==> config.mk <==
export PLATFORM = sky130hd
export DESIGN_NAME = pftp_top
export DESIGN_NICKNAME = d
export VERILOG_FILES = /design/src/design/pftp_pkg.sv /design/src/design/pftp_pulse_detect.sv /design/src/design/pftp_top.sv
export VERILOG_INCLUDE_DIRS = /design/src /design/src/design
export SDC_FILE = /design/constraint.sdc
export NUM_CORES = 1
export LEC_CHECK = 0
export ABC_AREA = 1
export BUFFER_PORTS_ARGS = -buffer_cell sky130_fd_sc_hd__buf_2
export CORE_ASPECT_RATIO = 1.4
export CORE_MARGIN = 2
export CORE_UTILIZATION = 25
export DETAILED_ROUTE_END_ITERATION = 8
export PLACE_DENSITY = 0.5
export REMOVE_ABC_BUFFERS = 1
export SLEW_MARGIN = 20
export SYNTH_ARGS = -nofsm -noshare
export SYNTH_HDL_FRONTEND = slang
export SYNTH_HIERARCHICAL = 1
export SYNTH_SLANG_ARGS = --single-unit
==> constraint.sdc <==
create_clock -name i_sys_clk -period 6.5 [get_ports i_sys_clk]
set_input_delay 0.325 -clock i_sys_clk [delete_from_list [all_inputs] [get_ports i_sys_clk]]
set_output_delay 0.325 -clock i_sys_clk [all_outputs]
set_load 0.01 [all_outputs]
==> src/design/pftp_cfg.svh <==
// Constants for the pulse-driven fuse trim programmer: offsets, field
// positions, reset values and pulse counts, all as macros.
// Assumes inclusion by bare name from the package and the bench files.
//
// Summary of operation
// Power-up loads fuses, intact zero, blown one
// After power-up the machine sits in initial
// Programmer power-cycles before each blow or lock
// Trial values persist until supply is cycled
// High pulse in initial enters mode selection
// Low pulse count picks trial, blow, lock
// High pulse after trial/blow enters register selection
// Low pulse count picks register; four is TC
// Entering bitfield selection clears intact bits
// Each low pulse increments selected code
// Trial code applies to trim output immediately
// Trial exit returns to mode selection, keeps value
// Blow exit blows set bits, returns mode selection
// Programmer sets one bitfield per blow sequence
// Blown bits never clear; value ORs fuses
// Blowing allowed until lock bit is blown
// Lock mode skips register selection, blows lock
// Programmer waits for high pulse decay
// Programmer follows recommended register order
// Clamp register may be programmed anytime
// Coarse two-bit registers wrap to 00
// Lock is register 0 bitfield 1
// Pulses classified by thresholds, one event each
`ifndef PFTP_CFG_SVH
`define PFTP_CFG_SVH

// Wishbone byte offsets
`define PFTP_ADR_CTRL     8'h00
`define PFTP_ADR_THRESH   8'h04
`define PFTP_ADR_STATUS   8'h08
`define PFTP_ADR_TRIM     8'h0c
`define PFTP_ADR_FUSE     8'h10

// Reset values
`define PFTP_CTRL_RST     1'h1
`define PFTP_THR_LO_RST   8'h40
`define PFTP_THR_HI_RST   8'hc0

// Mode selection pulse counts
`define PFTP_CNT_TRIAL    4'h1
`define PFTP_CNT_BLOW     4'h2
`define PFTP_CNT_LOCK     4'h3

// Register numbers chosen by low pulse count
`define PFTP_REG_QVOF     4'h1
`define PFTP_REG_QVOC     4'h2
`define PFTP_REG_SENF     4'h3
`define PFTP_REG_TC       4'h4
`define PFTP_REG_SENC     4'h5
`define PFTP_REG_CLAMP    4'h6
`define PFTP_REG_POL      4'h7

// Field masks in the 32-bit trim word
`define PFTP_MSK_QVOF     32'h0000_01ff
`define PFTP_MSK_QVOC     32'h0000_0600
`define PFTP_MSK_SENF     32'h0007_f800
`define PFTP_MSK_TC       32'h00f8_0000
`define PFTP_MSK_SENC     32'h0300_0000
`define PFTP_MSK_CLAMP    32'h0c00_0000
`define PFTP_MSK_POL      32'h1000_0000
`define PFTP_MSK_LOCK     32'h2000_0000

// Field least significant bits
`define PFTP_LSB_QVOF     5'd0
`define PFTP_LSB_QVOC     5'd9
`define PFTP_LSB_SENF     5'd11
`define PFTP_LSB_TC       5'd19
`define PFTP_LSB_SENC     5'd24
`define PFTP_LSB_CLAMP    5'd26
`define PFTP_LSB_POL      5'd28
`define PFTP_LSB_LOCK     5'd29

// Two-bit registers wrap when reaching this code
`define PFTP_COARSE_WRAP  32'h0000_0003

`endif

==> src/design/pftp_pkg.sv <==
// Types shared by the fuse trim programmer modules.
// Assumes the constants header is on the include path.
`include "pftp_cfg.svh"

package pftp_pkg;

	// Programming sequence states
	typedef enum logic [1:0] {
		PFTP_ST_INIT    = 2'b00,
		PFTP_ST_MODESEL = 2'b01,
		PFTP_ST_REGSEL  = 2'b10,
		PFTP_ST_BITSEL  = 2'b11
	} pftp_state_t;

	// Selected programming mode
	typedef enum logic [1:0] {
		PFTP_MD_NONE  = 2'b00,
		PFTP_MD_TRIAL = 2'b01,
		PFTP_MD_BLOW  = 2'b10,
		PFTP_MD_LOCK  = 2'b11
	} pftp_mode_t;

	// One-cycle pulse events from the classifier
	typedef struct packed {
		logic high_level_pulse;
		logic low_level_pulse;
	} pftp_evt_t;

	// Fuse blow request toward the fuse array
	typedef struct packed {
		logic        valid;
		logic [31:0] mask;
	} pftp_blow_t;

endpackage

==> src/design/pftp_pulse_detect.sv <==
// Pulse classifier for the output pin level.
// Assumes a digitised pin level from outside the clock domain.
`timescale 1ns/1ps
`default_nettype none

module pftp_pulse_detect
	import pftp_pkg::*;
#(
	parameter int W = 8
) (
	input  wire logic         i_sys_clk,
	input  wire logic         i_rst,
	input  wire logic         i_clk_en,
	input  wire logic [W-1:0] i_level,
	input  wire logic [W-1:0] i_thr_lo,
	input  wire logic [W-1:0] i_thr_hi,
	output pftp_evt_t         o_evt
);

	logic [W-1:0] s1_q, s2_q, s3_q;   // Synchroniser stages
	logic [W-1:0] lvl_q, lvl_d;       // Filtered level
	logic         act_q, act_d;       // Pulse in progress
	logic         peak_q, peak_d;     // High threshold reached
	pftp_evt_t    evt_q, evt_d;       // Registered events

	// Per bit: accept a change once stages two and three agree
	genvar gi;
	generate
		for (gi = 0; gi < W; gi++) begin : g_filt
			always_comb begin
				lvl_d[gi] = (s2_q[gi] == s3_q[gi]) ? s3_q[gi] : lvl_q[gi];
			end
		end
	endgenerate

	// Classify on falling edge below low threshold
	always_comb begin
		act_d  = act_q;
		peak_d = peak_q;
		evt_d  = '0;
		if (!act_q) begin
			// Start of a pulse
			if (lvl_q > i_thr_lo) begin
				act_d  = 1'b1;
				peak_d = (lvl_q > i_thr_hi);
			end
		end else if (lvl_q <= i_thr_lo) begin
			// Pulse ended: one event only
			act_d                  = 1'b0;
			peak_d                 = 1'b0;
			evt_d.high_level_pulse = peak_q;
			evt_d.low_level_pulse  = !peak_q;
		end else if (lvl_q > i_thr_hi) begin
			// Remember the pulse went high
			peak_d = 1'b1;
		end
	end

	// Register stage
	always_ff @(posedge i_sys_clk or posedge i_rst) begin
		if (i_rst) begin
			s1_q   <= '0;
			s2_q   <= '0;
			s3_q   <= '0;
			lvl_q  <= '0;
			act_q  <= 1'b0;
			peak_q <= 1'b0;
			evt_q  <= '0;
		end else if (i_clk_en) begin
			s1_q   <= i_level;
			s2_q   <= s1_q;
			s3_q   <= s2_q;
			lvl_q  <= lvl_d;
			act_q  <= act_d;
			peak_q <= peak_d;
			evt_q  <= evt_d;
		end
	end

	assign o_evt = evt_q;

endmodule

`default_nettype wire

==> src/design/pftp_top.sv <==
// Fuse trim programmer: pulse-driven mode machine, trim word, fuse
// shadow and a classic Wishbone slave for control and status.
// Assumes i_rst is the supply power-on reset and i_fuse_sense is the
// steady sense output of the nonvolatile fuse array.
//
// Chosen here: the register offsets and the Wishbone interface to the registers.
`timescale 1ns/1ps
`default_nettype none

module pftp_top
	import pftp_pkg::*;
#(
	parameter int LW = 8
) (
	input  wire logic          i_sys_clk,
	input  wire logic          i_rst,
	input  wire logic          i_clk_en,
	input  wire logic [LW-1:0] i_output_pin,
	input  wire logic [31:0]   i_fuse_sense,
	input  wire logic          i_wb_cyc,
	input  wire logic          i_wb_stb,
	input  wire logic          i_wb_we,
	input  wire logic [7:0]    i_wb_adr,
	input  wire logic [3:0]    i_wb_sel,
	input  wire logic [31:0]   i_wb_dat,
	output logic [31:0]        o_wb_dat,
	output logic               o_wb_ack,
	output logic [31:0]        o_trim,
	output pftp_blow_t         o_blow
);

	// Pulse events from the classifier
	pftp_evt_t   evt;

	// Sequence state
	pftp_state_t st_q, st_d;          // Machine state
	pftp_mode_t  md_q, md_d;          // Chosen mode
	logic [3:0]  cnt_q, cnt_d;        // Low pulse counter
	logic [3:0]  rsel_q, rsel_d;      // Selected register
	logic [31:0] trim_q, trim_d;      // Live trim word
	logic [31:0] fuse_q, fuse_d;      // Blown fuse shadow
	logic        ld_q, ld_d;          // Fuse load pending
	pftp_blow_t  blow_q, blow_d;      // Blow request

	// Bus registers
	logic        en_q, en_d;          // Programming enable
	logic [7:0]  tlo_q, tlo_d;        // Low threshold
	logic [7:0]  thi_q, thi_d;        // High threshold
	logic        ack_q, ack_d;        // Bus acknowledge
	logic [31:0] rdat_q, rdat_d;      // Read data

	// Derived values
	logic        locked;              // Lock fuse blown
	logic        hp;                  // Usable high pulse
	logic        lp;                  // Usable low pulse
	logic [31:0] fmask;               // Selected field mask
	logic [4:0]  flsb;                // Selected field lsb
	logic        coarse;              // Selected field wraps at 3
	logic [31:0] fval;                // Field value shifted down
	logic [31:0] finc;                // Incremented field value
	logic        bus_req;             // New bus request

	// Pin pulse classifier
	pftp_pulse_detect #(
		.W (LW)
	) u_detect (
		.i_sys_clk (i_sys_clk),
		.i_rst     (i_rst),
		.i_clk_en  (i_clk_en),
		.i_level   (i_output_pin),
		.i_thr_lo  (tlo_q[LW-1:0]),
		.i_thr_hi  (thi_q[LW-1:0]),
		.o_evt     (evt)
	);

	// Lock state read from the shadow
	assign locked = |(fuse_q & `PFTP_MSK_LOCK);

	// Events only count once fuses are loaded and enabled
	assign hp = evt.high_level_pulse && en_q && !ld_q;
	assign lp = evt.low_level_pulse && en_q && !ld_q;

	// Field decode for the selected register
	always_comb begin
		fmask  = 32'h0000_0000;
		flsb   = 5'd0;
		coarse = 1'b0;
		if (md_q == PFTP_MD_LOCK) begin
			// Lock mode targets the lock bit only
			fmask = `PFTP_MSK_LOCK;
			flsb  = `PFTP_LSB_LOCK;
		end else begin
			unique case (rsel_q)
				`PFTP_REG_QVOF: begin
					fmask = `PFTP_MSK_QVOF;
					flsb  = `PFTP_LSB_QVOF;
				end
				`PFTP_REG_QVOC: begin
					fmask  = `PFTP_MSK_QVOC;
					flsb   = `PFTP_LSB_QVOC;
					coarse = 1'b1;
				end
				`PFTP_REG_SENF: begin
					fmask = `PFTP_MSK_SENF;
					flsb  = `PFTP_LSB_SENF;
				end
				`PFTP_REG_TC: begin
					// Temperature coefficient on four pulses
					fmask = `PFTP_MSK_TC;
					flsb  = `PFTP_LSB_TC;
				end
				`PFTP_REG_SENC: begin
					fmask  = `PFTP_MSK_SENC;
					flsb   = `PFTP_LSB_SENC;
					coarse = 1'b1;
				end
				`PFTP_REG_CLAMP: begin
					// Clamp has no ordering constraint
					fmask  = `PFTP_MSK_CLAMP;
					flsb   = `PFTP_LSB_CLAMP;
					coarse = 1'b1;
				end
				`PFTP_REG_POL: begin
					fmask = `PFTP_MSK_POL;
					flsb  = `PFTP_LSB_POL;
				end
				default: begin
					// No register selected
					fmask = 32'h0000_0000;
				end
			endcase
		end
	end

	// Increment the selected field with wrap
	always_comb begin
		fval = (trim_q & fmask) >> flsb;
		finc = fval + 32'h0000_0001;
		if (coarse && finc == `PFTP_COARSE_WRAP) begin
			// Two-bit coarse codes go back to 00
			finc = 32'h0000_0000;
		end
	end

	// Sequence next-state logic
	always_comb begin
		st_d   = st_q;
		md_d   = md_q;
		cnt_d  = cnt_q;
		rsel_d = rsel_q;
		trim_d = trim_q;
		fuse_d = fuse_q;
		ld_d   = ld_q;
		blow_d = '0;
		if (ld_q) begin
			// First enabled cycle after power-up: load fuses
			trim_d = i_fuse_sense;
			fuse_d = i_fuse_sense;
			ld_d   = 1'b0;
			st_d   = PFTP_ST_INIT;
		end else begin
			unique case (st_q)
				PFTP_ST_INIT: begin
					// Wait for first high pulse
					if (hp) begin
						st_d  = PFTP_ST_MODESEL;
						cnt_d = 4'h0;
						md_d  = PFTP_MD_NONE;
					end
				end
				PFTP_ST_MODESEL: begin
					if (lp) begin
						// Count mode pulses, saturating
						cnt_d = (cnt_q == 4'hf) ? cnt_q : cnt_q + 4'h1;
					end else if (hp) begin
						cnt_d = 4'h0;
						unique case (cnt_q)
							`PFTP_CNT_TRIAL: begin
								md_d = PFTP_MD_TRIAL;
								st_d = PFTP_ST_REGSEL;
							end
							`PFTP_CNT_BLOW: begin
								md_d = PFTP_MD_BLOW;
								st_d = PFTP_ST_REGSEL;
							end
							`PFTP_CNT_LOCK: begin
								// Straight to bitfield selection
								md_d   = PFTP_MD_LOCK;
								st_d   = PFTP_ST_BITSEL;
								trim_d = (trim_q & ~`PFTP_MSK_LOCK)
									| (fuse_q & `PFTP_MSK_LOCK);
							end
							default: begin
								// Bad count: stay in mode selection
								md_d = PFTP_MD_NONE;
							end
						endcase
					end
				end
				PFTP_ST_REGSEL: begin
					if (lp) begin
						// Count register pulses, saturating
						cnt_d = (cnt_q == 4'hf) ? cnt_q : cnt_q + 4'h1;
					end else if (hp) begin
						cnt_d  = 4'h0;
						rsel_d = cnt_q;
						if (cnt_q >= `PFTP_REG_QVOF && cnt_q <= `PFTP_REG_POL) begin
							// Enter bitfield selection, keep blown bits only
							st_d = PFTP_ST_BITSEL;
							unique case (cnt_q)
								`PFTP_REG_QVOF:  trim_d = (trim_q & ~`PFTP_MSK_QVOF)
									| (fuse_q & `PFTP_MSK_QVOF);
								`PFTP_REG_QVOC:  trim_d = (trim_q & ~`PFTP_MSK_QVOC)
									| (fuse_q & `PFTP_MSK_QVOC);
								`PFTP_REG_SENF:  trim_d = (trim_q & ~`PFTP_MSK_SENF)
									| (fuse_q & `PFTP_MSK_SENF);
								`PFTP_REG_TC:    trim_d = (trim_q & ~`PFTP_MSK_TC)
									| (fuse_q & `PFTP_MSK_TC);
								`PFTP_REG_SENC:  trim_d = (trim_q & ~`PFTP_MSK_SENC)
									| (fuse_q & `PFTP_MSK_SENC);
								`PFTP_REG_CLAMP: trim_d = (trim_q & ~`PFTP_MSK_CLAMP)
									| (fuse_q & `PFTP_MSK_CLAMP);
								default:         trim_d = (trim_q & ~`PFTP_MSK_POL)
									| (fuse_q & `PFTP_MSK_POL);
							endcase
						end else begin
							// Unknown register: back to mode selection
							st_d = PFTP_ST_MODESEL;
						end
					end
				end
				PFTP_ST_BITSEL: begin
					if (lp) begin
						// Step the code; blown bits stay set
						trim_d = (trim_q & ~fmask)
							| ((finc << flsb) & fmask)
							| (fuse_q & fmask);
					end else if (hp) begin
						// Leave bitfield selection
						st_d  = PFTP_ST_MODESEL;
						cnt_d = 4'h0;
						if (md_q != PFTP_MD_TRIAL && !locked) begin
							// Blow every set bit of the selected field not yet blown
							blow_d.mask  = trim_q & fmask & ~fuse_q;
							blow_d.valid = |(trim_q & fmask & ~fuse_q);
							fuse_d       = fuse_q | (trim_q & fmask);
						end
						md_d = PFTP_MD_NONE;
					end
				end
			endcase
		end
	end

	// Sequence registers; trim persists until power cycles
	always_ff @(posedge i_sys_clk or posedge i_rst) begin
		if (i_rst) begin
			st_q   <= PFTP_ST_INIT;
			md_q   <= PFTP_MD_NONE;
			cnt_q  <= 4'h0;
			rsel_q <= 4'h0;
			trim_q <= 32'h0000_0000;
			fuse_q <= 32'h0000_0000;
			ld_q   <= 1'b1;
			blow_q <= '0;
		end else if (i_clk_en) begin
			st_q   <= st_d;
			md_q   <= md_d;
			cnt_q  <= cnt_d;
			rsel_q <= rsel_d;
			trim_q <= trim_d;
			fuse_q <= fuse_d;
			ld_q   <= ld_d;
			blow_q <= blow_d;
		end
	end

	// Trial values drive the analog trims directly
	assign o_trim = trim_q;
	assign o_blow = blow_q;

	// New request when strobed and not already answered
	assign bus_req = i_wb_cyc && i_wb_stb && !ack_q;

	// Bus next-state logic
	always_comb begin
		en_d   = en_q;
		tlo_d  = tlo_q;
		thi_d  = thi_q;
		ack_d  = bus_req;
		rdat_d = 32'h0000_0000;
		if (bus_req) begin
			if (i_wb_we) begin
				// Writes with byte lanes
				unique case (i_wb_adr)
					`PFTP_ADR_CTRL: begin
						if (i_wb_sel[0]) en_d = i_wb_dat[0];
					end
					`PFTP_ADR_THRESH: begin
						if (i_wb_sel[0]) tlo_d = i_wb_dat[7:0];
						if (i_wb_sel[1]) thi_d = i_wb_dat[15:8];
					end
					default: begin
						// Read-only or unmapped: ignored
						en_d = en_q;
					end
				endcase
			end else begin
				// Reads
				unique case (i_wb_adr)
					`PFTP_ADR_CTRL:   rdat_d = {31'h0000_0000, en_q};
					`PFTP_ADR_THRESH: rdat_d = {16'h0000, thi_q, tlo_q};
					`PFTP_ADR_STATUS: rdat_d = {23'h00_0000, locked, rsel_q,
						md_q, st_q};
					`PFTP_ADR_TRIM:   rdat_d = trim_q;
					`PFTP_ADR_FUSE:   rdat_d = fuse_q;
					default:          rdat_d = 32'h0000_0000;
				endcase
			end
		end
	end

	// Bus registers
	always_ff @(posedge i_sys_clk or posedge i_rst) begin
		if (i_rst) begin
			en_q   <= `PFTP_CTRL_RST;
			tlo_q  <= `PFTP_THR_LO_RST;
			thi_q  <= `PFTP_THR_HI_RST;
			ack_q  <= 1'b0;
			rdat_q <= 32'h0000_0000;
		end else if (i_clk_en) begin
			en_q   <= en_d;
			tlo_q  <= tlo_d;
			thi_q  <= thi_d;
			ack_q  <= ack_d;
			rdat_q <= rdat_d;
		end
	end

	assign o_wb_ack = ack_q;
	assign o_wb_dat = rdat_q;

endmodule

`default_nettype wire

Word-level counts from Yosys, hierarchy flattened. Cells that the tools add are included.

Word-level logic and storage cells: 208. Bits in registers: 196.

Mux-type cells: 60. Add/sub/neg operators: 2. Reductions and logical operators: 43. Shift operators: 2. $lt $le $gt $ge: 5. Equal/unequal tests: 47. Bitwise logic cells: 20.

Operators with widths (count): 32-bit two-way mux (17); 29-bit one-hot mux with 7 select lines (1); 32-bit one-hot mux with 6 select lines (1); 33-bit two-way mux (5); 32-bit AND (5); 32-bit one-hot mux with 5 select lines (1); 32-bit OR (3); 32-bit one-hot mux with 3 select lines (1); 32-bit inverter (2); 32-bit by 1-bit adder with 32-bit output (second input constant) (1); 32-bit by 2-bit == test with 1-bit output (second input constant) (1); 32-bit by 11-bit OR with 32-bit output (1); 32-bit by 19-bit OR with 32-bit output (1); 32-bit by 24-bit OR with 32-bit output (1); 32-bit by 26-bit OR with 32-bit output (1); 32-bit by 28-bit OR with 32-bit output (1); 32-bit by 29-bit OR with 32-bit output (1); 32-bit by 30-bit OR with 32-bit output (1); 32-bit by 9-bit OR with 32-bit output (1); 32-bit OR reduction (1); 32-bit by 5-bit left shift with 32-bit output (1); 32-bit by 5-bit right shift with 32-bit output (1); 3-bit != test (second input constant) (10); 5-bit one-hot mux with 6 select lines (1); 43 further kinds (119).

Longest topological paths before layout. Gate-level depths: netlist of the first run.

Depth in word-level cells: 16. Gate-level depth with buffers: 24.

Modules after synthesis. Netlist of the first run, hierarchy kept.

Modules (own cells, without submodules): pftp_top (area each 9459.1 um^2, times used 1, cells each 1222); pftp_pulse_detect (area each 1829.3 um^2, times used 1, cells each 224).

Least setup slack after synthesis of the first run. No wires, ideal clock.

Path type: register to register. Start: register rsel_q[3]. End: register trim_q[22] (netlist: o_trim[22]). Required time: 6422 ps. Arrival: 2483 ps. Clock period less this slack: 2561 ps. Buffers on the path: 1. Cell stages (with the launch flop): 21. Slack: 3939 ps. Path through: dfrtp_1 nor2_4 nand2_4 nor2_4 buf_6 nand2_1 nand2_1 nand2_1 nand2_4 ha_1 nand3_1 nor2_4 xor2_1 o21ai_1 nand2_1 nand2_1 nand2_1 nand3_1 nand2_1 nand2_1 a21boi_1.

Longest elaborated chain between the ends: 16. Elaborated cells on any way between the ends: 30.

RTL lines: start: declaration (line pftp_top.sv:39) `logic [3:0] rsel_q, rsel_d;`; start signal: assignment (line pftp_top.sv:270) `rsel_q <= rsel_d;`; 4-bit by 3-bit == test with 1-bit output (tied with other cells) (line pftp_top.sv:93) `unique case (rsel_q)`; 29-bit one-hot mux with 7 select lines (line pftp_top.sv:93); 32-bit two-way mux (line pftp_top.sv:88) `if (md_q == PFTP_MD_LOCK) begin`; 32-bit AND (line pftp_top.sv:137) `fval = (trim_q & fmask) >> flsb;`; 32-bit by 5-bit right shift with 32-bit output (line pftp_top.sv:137); 32-bit by 1-bit adder with 32-bit output (line pftp_top.sv:138) `finc = fval + 32'h0000_0001;`; 32-bit by 2-bit == test with 1-bit output (no line); 1-bit logical AND (no line); 32-bit two-way mux (line pftp_top.sv:139) `` if (coarse && finc == `PFTP_COARSE_WRAP) begin ``; 32-bit by 5-bit left shift with 32-bit output (line pftp_top.sv:236) `| ((finc << flsb) & fmask)`; 32-bit AND (line pftp_top.sv:236); 32-bit OR (line pftp_top.sv:236); 32-bit OR * (line pftp_top.sv:237) `| (fuse_q & fmask);`; 32-bit two-way mux * (line pftp_top.sv:233) `if (lp) begin`; 32-bit one-hot mux with 3 select lines * (line pftp_top.sv:162) `unique case (st_q)`; 32-bit two-way mux * (line pftp_top.sv:155) `if (ld_q) begin`; end signal: assignment (line pftp_top.sv:271) `trim_q <= trim_d;`; end: declaration (line pftp_top.sv:40) `logic [31:0] trim_q, trim_d;`.

Mark *: on every way between the ends. The rest lies on a longest branch, timed or not. The select of a mux whose other input is x is not followed. A chain may end at the register's enable or synchronous reset.

Worst setup path in the final report of the first run.
Start: register md_q[0]. End: register trim_q[25] (netlist: o_trim[25]).

Longest elaborated chain between the ends: 15. Elaborated cells on any way between the ends: 20.

RTL lines: start: declaration (line pftp_top.sv:37) `pftp_mode_t md_q, md_d;`; start signal: assignment (line pftp_top.sv:268) `md_q <= md_d;`; 2-bit == test * (line pftp_top.sv:88); 32-bit two-way mux (line pftp_top.sv:88); 32-bit AND (line pftp_top.sv:137); 32-bit by 5-bit right shift with 32-bit output (line pftp_top.sv:137); 32-bit by 1-bit adder with 32-bit output (line pftp_top.sv:138); 32-bit by 2-bit == test with 1-bit output (no line); 1-bit logical AND (no line); 32-bit two-way mux (line pftp_top.sv:139); 32-bit by 5-bit left shift with 32-bit output (line pftp_top.sv:236); 32-bit AND (line pftp_top.sv:236); 32-bit OR (line pftp_top.sv:236); 32-bit OR * (line pftp_top.sv:237); 32-bit two-way mux * (line pftp_top.sv:233); 32-bit one-hot mux with 3 select lines * (line pftp_top.sv:162); 32-bit two-way mux * (line pftp_top.sv:155).

Marked as above.

==> results of run 1 <==
-- critical path: stages, from the launching register on --
cell and delay (ps):
dfrtp_1 440, nand2_2 430, nand2_2 360, nand2_1 140, nand2_1 290, inv_2 290, nand2_1 70, nand2_1 110
nand2_4 110, ha_1 270, inv_1 60, nand3_1 100, nand4_2 150, nand2_2 80, o21ai_2 180, nand3_1 180
o22ai_2 250, nand2_1 140, nand2_1 90, nand2_1 50, a21boi_1 110
-- power by group --
part	leakage (nW)	internal, mW	switching (mW)	total (mW)
combinational	3.83	0.300	0.518	0.818
sequential	2.44	1.36	0.173	1.53
clock	0.300	0.555	0.564	1.12
total	6.58	2.21	1.25	3.47
-- sequential cells by signal, indices dropped and copies added, names as in the netlist, 31 cells and up --
signal / cells
o_wb_dat: 32
o_trim: 32
fuse_q: 32
o_blow: 31
-- path summary, 6_finish.rpt --
| kind | end | startpoint | cells after the start |
|---|---|---|---|
| max | o_trim[25] | md_q[0] | 20 |
| min | u_detect/s1_q[1] | i_output_pin[1] | 3 |
| max reg2reg | o_trim[25] | md_q[0] | 20 |
| min reg2reg | u_detect/s1_q[2] | u_detect/s1_q[2] | 2 |
| max in group asynchronous | en_q | i_rst | 5 |
| min in group asynchronous | u_detect/s3_q[7] | i_rst | 4 |
-- layout make-up --
cell class	instances	area share, %
repair buffers	186	7.51
clock inverters	15	1.38
clock buffers	17	3.19
flip-flops and latches	194	36.5
multi-input cells	996	40.7
inverters	192	5.45
well taps	564	5.30
-- routing by layer --
metal | global-route usage [%] | vias up | part of all wire, %
li1 | - | 5202 | -
met1 | 20.7 | 5313 | 39
met2 | 33.4 | 370 | 52
met3 | 2.96 | 95 | 5.1
met4 | 9.56 | 0 | 4.6
met5 | 0 | - | 0
-- synthesized netlist by cell type, types with 14 or more instances --
cell type and n:
mux2_2 14, nand4_1 35, nand2_1 318, nor2_1 106
ha_1 26, nor3_1 14, a22o_1 16, a21oi_1 46
o21ai_0 134, inv_1 185, a22oi_1 28, nand3_1 60
o22ai_1 55, dfrtp_1 189, o211ai_1 14, clkbuf_1 38
-- stage by stage --
step / hold WS [ps] / total power, mW / cell area (um2)
floorplan: 358 / 2.01 / 11000
global placement: 453 / 2.34 / 12700
detailed placement: 458 / 2.36 / 12700
CTS: 35.0 / 3.50 / 13300
global route: 55.2 / 3.65 / 13300
finish: 48.9 / 3.47 / 13300
-- logic make-up (layout without fill, tap and decap cells) --
group | count (synthesis) | after routing
simple gates | 571 | 571
buf+inv | 257 | 410
other cells | 1 | 2
flops | 194 | 194
mux | 14 | 14
fa+ha+maj | 26 | 26
xor+xnor | 1 | 1
compound gates | 382 | 382
-- timing repair --
action                     CTS  global route
setup endpoints to repair    0             0
hold buffers                 1             0
hold endpoints to repair    13             0
==> impl_metrics.json, run 1 <==
{
  "nFillCells": 4838,
  "grt_first_pass_wirelength_um": 65800,
  "dp_slack_ps": 2570,
  "place.gp.congestion": 0.909,
  "viasPerCell": 5.07,
  "cts.sinks": 194,
  "worst-endpoint-arrival_ps": 4390,
  "worst_pin_slew_ps": 1030,
  "worstSetupEndpointType": "register",
  "cts_resized": 0,
  "synth_top_family_by_area": "simple AND/OR/NAND/NOR gates",
  "drive_above_1_share_pct": 18.0,
  "netlist_top_cells_area": "dfrtp_1, nand2_1, inv_1, o21ai_0, nor2_1",
  "yosys.area_share.simple_pct": 22.2,
  "multi_input_area_um2": 5420,
  "finalMaxSlewViolations": 0,
  "synthXorXnorAreaFrac_pct": 0.0776,
  "rsz0062_at_grt": "no",
  "syn2layout_area_growth_pct": 18.0,
  "diodes": 0,
  "power_density_nw_per_um2": 260,
  "crit_path_start_kind": "register",
  "utilization_pct": 29.8,
  "wl_per_cell_um": 20.0,
  "postCtsSetupBuffers": 0,
  "io_buffers": 167,
  "worstPathRequired_ps": 6890,
  "synth_compound_area_share_pct": 21.2,
  "drcViolationCount": 0,
  "synth_area_per_cell_um2": 7.81,
  "drv_cap": 0,
  "crit_type": "register to register",
  "ant_nets": 0,
  "clockBufferDepth": 2,
  "post-route-min-period_ps": 3990,
  "synth-seq-cells": 194,
  "initial_utilization_pct": 25.2,
  "status": "finished clean",
  "vias": 11000,
  "seq_area_frac_synth_pct": 43.1,
  "antenna_found_initial": 0,
  "cts_root_buf": "clkbuf_16",
  "yosys.area.top_type_share_pct": 41.9,
  "finalSetupViolations": 0,
  "final_cell_mix": "nand2_1, dfrtp_1, inv_1",
  "grtUsageTotal_pct": 18.5,
  "grt_pass1_vias": 11100,
  "totalWireLength_um": 43300,
  "synthArstFlopShare_pct": 100,
  "fin_nets": 1703,
  "die_area_um2": 46900,
  "die_w_um": 184,
  "register_area_um2": 4860,
  "first_pass_iters": 6,
  "hold_viol": 0,
  "clk_latency_ps": 470,
  "synth_ff_type": "dfrtp_1",
  "max_freq_mhz": 250,
  "setup_ws_ps": 2510,
  "grt_max_degree": 87,
  "final_common_cell": "nand2_1",
  "final_cell_count_no_fill": 2164,
  "drt_iter0_drc": 788,
  "hold_class": "input port to register",
  "core_area_um2": 44800,
  "max-vdd-ir-drop_uv": 115,
  "hpwl_um": 31500,
  "clock_skew_ps": 16.9,
  "ios": 188,
  "p_leak_nw": 6.58,
  "synth_cells": 1446,
  "num_rows": 92,
  "cp_max_fo": 21,
  "syn-cell-area_um2": 11300,
  "setup_tns_ps": 0,
  "synth_mux_area_share_pct": 1.40,
  "r2r_slack_ps": 2510,
  "synth_edf_count": 0,
  "cts_buffers": 17,
  "post-route-period-util_pct": 61.5,
  "netlist-cell-type-count": 61,
  "post-synth-top-area-cell": "dfrtp_1",
  "overflow": 0,
  "cts_tree": "done",
  "fp.dieH_um": 255,
  "path_clk_slew_ps": 80,
  "place_inst": 2130,
  "htreeDepth": 4,
  "synth_warnings": 6,
  "slew_headroom_pct": 31.4,
  "synthAdderAreaFrac_pct": 2.88
}
(Power assumes the default switching activity.)
==> inputs of run 2 (changes only) <==
- clock period: 6.5 -> 3.7 ns (I/O delays scaled with it)
==> impl_metrics.json, run 2 (synthesis gave the netlist of run 1 again) <==
{
  "fp.dieH_um": 255,
  "crit_family": "simple AND/OR/NAND/NOR gates",
  "path_clk_slew_ps": 80,
  "syn2layout_area_growth_pct": 21.8,
  "ios": 188,
  "max_freq_mhz": 309,
  "die_w_um": 184,
  "postCtsSetupBuffers": 0,
  "post-route-period-util_pct": 87.6,
  "maxUsedRoutingLayer": "met4",
  "switching_share_pct": 36.7,
  "finalMaxSlewViolations": 0,
  "vias": 11100,
  "htreeDepth": 4,
  "worst-endpoint-arrival_ps": 3610,
  "place.gp.congestion": 0.869,
  "p_clk_share_pct": 31.9,
  "p_leak_nw": 6.79,
  "die_area_um2": 46900,
  "post-route-min-period_ps": 3240,
  "first_pass_iters": 5,
  "clock_skew_ps": 12.8,
  "r2r_slack_ps": 460,
  "r2r_cells": 21,
  "cp_max_fo": 9,
  "grt_first_pass_wirelength_um": 67900,
  "totalWireLength_um": 44000,
  "critPathBufInv": 2,
  "cts_root_buf": "clkbuf_16",
  "overflow": 0,
  "slowest_delay_ps": 520,
  "drt_iter0_drc": 735,
  "register_area_um2": 4860,
  "drive_above_1_share_pct": 18.8,
  "fin_nets": 1753,
  "cp_slowest_cell": "dfrtp_1",
  "p_int_mw": 3.86,
  "wl_met2_um": 23400,
  "max-vdd-ir-drop_uv": 259,
  "drv_cap": 0,
  "nFillCells": 4842,
  "hold_class": "input port to register",
  "hpwl_um": 32500,
  "final_cell_count_no_fill": 2214,
  "cp_cell_sequence": "nor2_4 -> nand2_4 -> nor2_1 -> nand2_1 -> nand2_1 -> inv_1 -> nand2_1 -> nand2_2 -> inv_1 -> ha_1 -> nand3_1 -> nor2_4 -> xor2_1 -> o21ai_1 -> nand2_1 -> nand2_1 -> nand2_1 -> nand3_1 -> nand2_1 -> nand2_1 -> a21boi_1",
  "multi_input_area_um2": 5410,
  "num_rows": 92,
  "diodes": 0,
  "final_common_cell": "nand2_1",
  "drcViolationCount": 0,
  "final_cell_mix": "nand2_1, dfrtp_1, inv_1",
  "core_area_um2": 44800,
  "crit_path_frequent_cell": "nand2_1",
  "power_density_nw_per_um2": 443,
  "crit_path_start_kind": "register",
  "antenna_found_initial": 0,
  "wl_per_cell_um": 19.9,
  "grt_max_degree": 76,
  "status": "finished clean",
  "worstSetupEndpointType": "register",
  "slew_headroom_pct": 39.7,
  "finalPower_mw": 6.09,
  "hold_viol": 0,
  "holdWs_ps": 79.1,
  "hold_path_depth": 4,
  "routedLengthMet1_um": 17300,
  "initial_utilization_pct": 25.2,
  "p_sw_mw": 2.23,
  "crit_cells": 21,
  "io_buffers": 167,
  "cts_tree": "done",
  "met3_length_um": 1780,
  "pwr-share-seq_pct": 44.3,
  "postCtsHoldBufs": 28,
  "grtUsageTotal_pct": 19.1,
  "grt_pass1_vias": 11500,
  "ant_nets": 0,
  "crit_type": "register to register",
  "rsz0062_at_grt": "no",
  "cts.sinks": 194,
  "worstPathRequired_ps": 4060,
  "finalSetupViolations": 0,
  "place_inst": 2154,
  "cts_buffers": 17,
  "viasPerCell": 4.99,
  "clk_latency_ps": 470,
  "clockBufferDepth": 2,
  "cts_resized": 0,
  "worst_pin_slew_ps": 903,
  "comb_power_share_pct": 23.8
}
run 2: final timing paths:
path / from / end
worst min register to register: u_detect/s1_q[6] / u_detect/s1_q[6]
min in group asynchronous: i_rst / o_wb_dat[12]
worst max-delay path: rsel_q[3] / o_trim[14]
worst max register to register: rsel_q[3] / o_trim[14]
max in group asynchronous: i_rst / tlo_q[6]
worst min-delay path: i_wb_adr[3] / en_q
run 2: area by class of cell:
type	count	share of cell area, %
sequential	194	35.4
clock inverter	15	1.36
timing repair buffer	236	10.4
tap	564	5.13
inverter	192	5.28
multi-input combinational	996	39.3
clock buffer	17	3.09
run 2: through the flow:
step	setup WS [ps]	instance area (um2)	setup TNS [ps]	utilization (%)
after detailed placement	463	12900	0	28.7
final	459	13700	0	30.7
after global placement	495	12900	0	28.7
after global routing	158	13700	0	30.7
after CTS	459	13700	0	30.7
after floorplan	-740	11000	-113210	-
run 2: power groups by stage:
stage	combinational (mW)	sequential (mW)	clock [mW]
2_1_floorplan	0.822	2.71	0
3_3_place_gp	1.40	2.73	0
3_5_place_dp	1.43	2.74	0
4_1_cts	1.46	2.70	2.00
5_1_grt	1.65	2.74	2.08
6_report	1.45	2.70	1.94
run 2: metal layers:
metal  GRT usage, %  vias to the layer above
met4           7.89                        0
met5              0                        -
met3           2.47                       78
met1           22.0                     5325
li1               -                     5304
met2           35.1                      344
run 2: worst min-delay path: stages:
cell	delay (ps)
buf_2	100
nor2_1	80
a21oi_1	130
a31oi_1	50
==> inputs of run 3 (changes only) <==
- BUFFER_PORTS_ARGS: -buffer_cell sky130_fd_sc_hd__buf_2 -> -buffer_cell sky130_fd_sc_hd__buf_4
==> impl_metrics.json, run 3 (synthesis gave the netlist of run 1 again) <==
{
  "cts_resized": 0,
  "hold_viol": 0,
  "place_inst": 2151,
  "setup_ws_ps": 309,
  "utilization_pct": 31.5,
  "r2r_cells": 18,
  "totalWireLength_um": 44200,
  "crit_type": "register to register",
  "clockBufferDepth": 2,
  "timing.rr.end": "o_trim[25]",
  "core_area_um2": 44800,
  "max_freq_mhz": 295,
  "comb_power_share_pct": 25.5,
  "post-route-min-period_ps": 3390,
  "crit_path_end": "o_trim[25]",
  "switching_share_pct": 35.9,
  "grt_pass1_vias": 11300,
  "final_cell_mix": "nand2_1, buf_4, dfrtp_1",
  "slew_headroom_pct": 42.0,
  "cts_root_buf": "clkbuf_16",
  "initial_utilization_pct": 25.2,
  "diodes": 0,
  "max-vdd-ir-drop_uv": 284,
  "crit_path_start_kind": "register",
  "first_pass_iters": 6,
  "fp.dieH_um": 255,
  "worstPathRequired_ps": 4080,
  "die_area_um2": 46900,
  "drive_above_1_share_pct": 18.5,
  "grt_first_pass_wirelength_um": 67500,
  "drv_cap": 0,
  "place.gp.congestion": 0.875,
  "antenna_found_initial": 0,
  "p_int_mw": 3.94,
  "cts_tree": "done",
  "rsz0062_at_grt": "no",
  "overflow": 0,
  "hold_class": "input port to register",
  "p_clk_share_pct": 30.5,
  "worst_pin_slew_ps": 870,
  "syn2layout_area_growth_pct": 24.9,
  "htreeDepth": 4,
  "finalInstanceArea_um2": 14100,
  "p_sw_mw": 2.21,
  "grt_max_degree": 70,
  "clock_skew_ps": 16.4,
  "drcViolationCount": 0,
  "hpwl_um": 32900,
  "postCtsSetupBuffers": 0,
  "cp_max_fo": 15,
  "path_clk_slew_ps": 80,
  "grtUsageTotal_pct": 19.0,
  "holdWs_ps": 15.4,
  "dp_slack_ps": 357,
  "vias": 11200,
  "ios": 188,
  "wl_per_cell_um": 20.0,
  "fin_nets": 1749,
  "cts_buffers": 17,
  "status": "finished clean",
  "clk_latency_ps": 470,
  "setup_tns_ps": 0,
  "finalPower_mw": 6.15,
  "die_w_um": 184,
  "viasPerCell": 5.08,
  "post-route-period-util_pct": 91.7,
  "timing.rr.start": "md_q[0]",
  "cts.sinks": 194,
  "startpoint": "md_q[0]",
  "worstSetupEndpointType": "register",
  "finalMaxSlewViolations": 0,
  "finalSetupViolations": 0,
  "ant_nets": 0,
  "final_common_cell": "nand2_1",
  "pwr-share-seq_pct": 44.0,
  "num_rows": 92,
  "final_cell_count_no_fill": 2210,
  "worst-endpoint-arrival_ps": 3770,
  "power_density_nw_per_um2": 436,
  "drt_iter0_drc": 741,
  "r2r_slack_ps": 310,
  "postCtsHoldBufs": 27,
  "place_area_um2": 13300,
  "p_leak_nw": 6.85,
  "io_buffers": 167
}
-- run 3: layout make-up --
cell class,count,area [um2]
fillers,4802,30700
multi-input cells,996,5410
flip-flops and latches,194,4860
repair buffers,232,1830
inverters,192,726
well taps,564,706
clock buffers,19,433
clock inverters,13,136
-- run 3: worst min-delay path by stage --
stage                      from    endpoint  slack, ps  cells past startpoint
2_1_floorplan          i_clk_en        ld_q        220                      1
4_1_cts        i_fuse_sense[30]  o_trim[30]          5                      3
3_3_place_gp              i_rst    thi_q[4]        290                      2
3_5_place_dp              i_rst    thi_q[2]        290                      2
6_report       i_fuse_sense[30]  fuse_q[30]         20                      3
5_1_grt        i_fuse_sense[30]  o_trim[30]         40                      3
-- run 3: power by group through the flow --
stage                     Sequential (mW)  Clock, mW  Combinational, mW
after CTS                            2.71       1.92               1.57
after global routing                 2.75       2.00               1.74
after global placement               2.74          0               1.51
after detailed placement             2.75          0               1.54
after floorplan                      2.71          0              0.822
final                                2.71       1.88               1.57
-- run 3: metal layers --
layer  track usage [%]  part of all wire (%)  vias to the layer above
li1                  -                     -                     5292
met1              22.1                    39                     5458
met2              33.8                    52                      378
met3              2.81                   4.4                      101
met4              9.47                   4.7                        0
met5                 0                     0                        -
-- run 3: worst max-delay path: stages, from the launching register on --
cell      delay [ps]
dfrtp_1          450
nand2_2          350
inv_1            180
nand2_1          180
nand2_1          110
nor3_2           340
nand2_4          160
ha_1             260
inv_1             60
nand3_1          100
nand4_2          140
nand2_2           70
o21ai_2          170
nand3_1          200
o22ai_2          180
nand2_1          130
nand2_1           80
nand2_1           40
a21boi_1         110
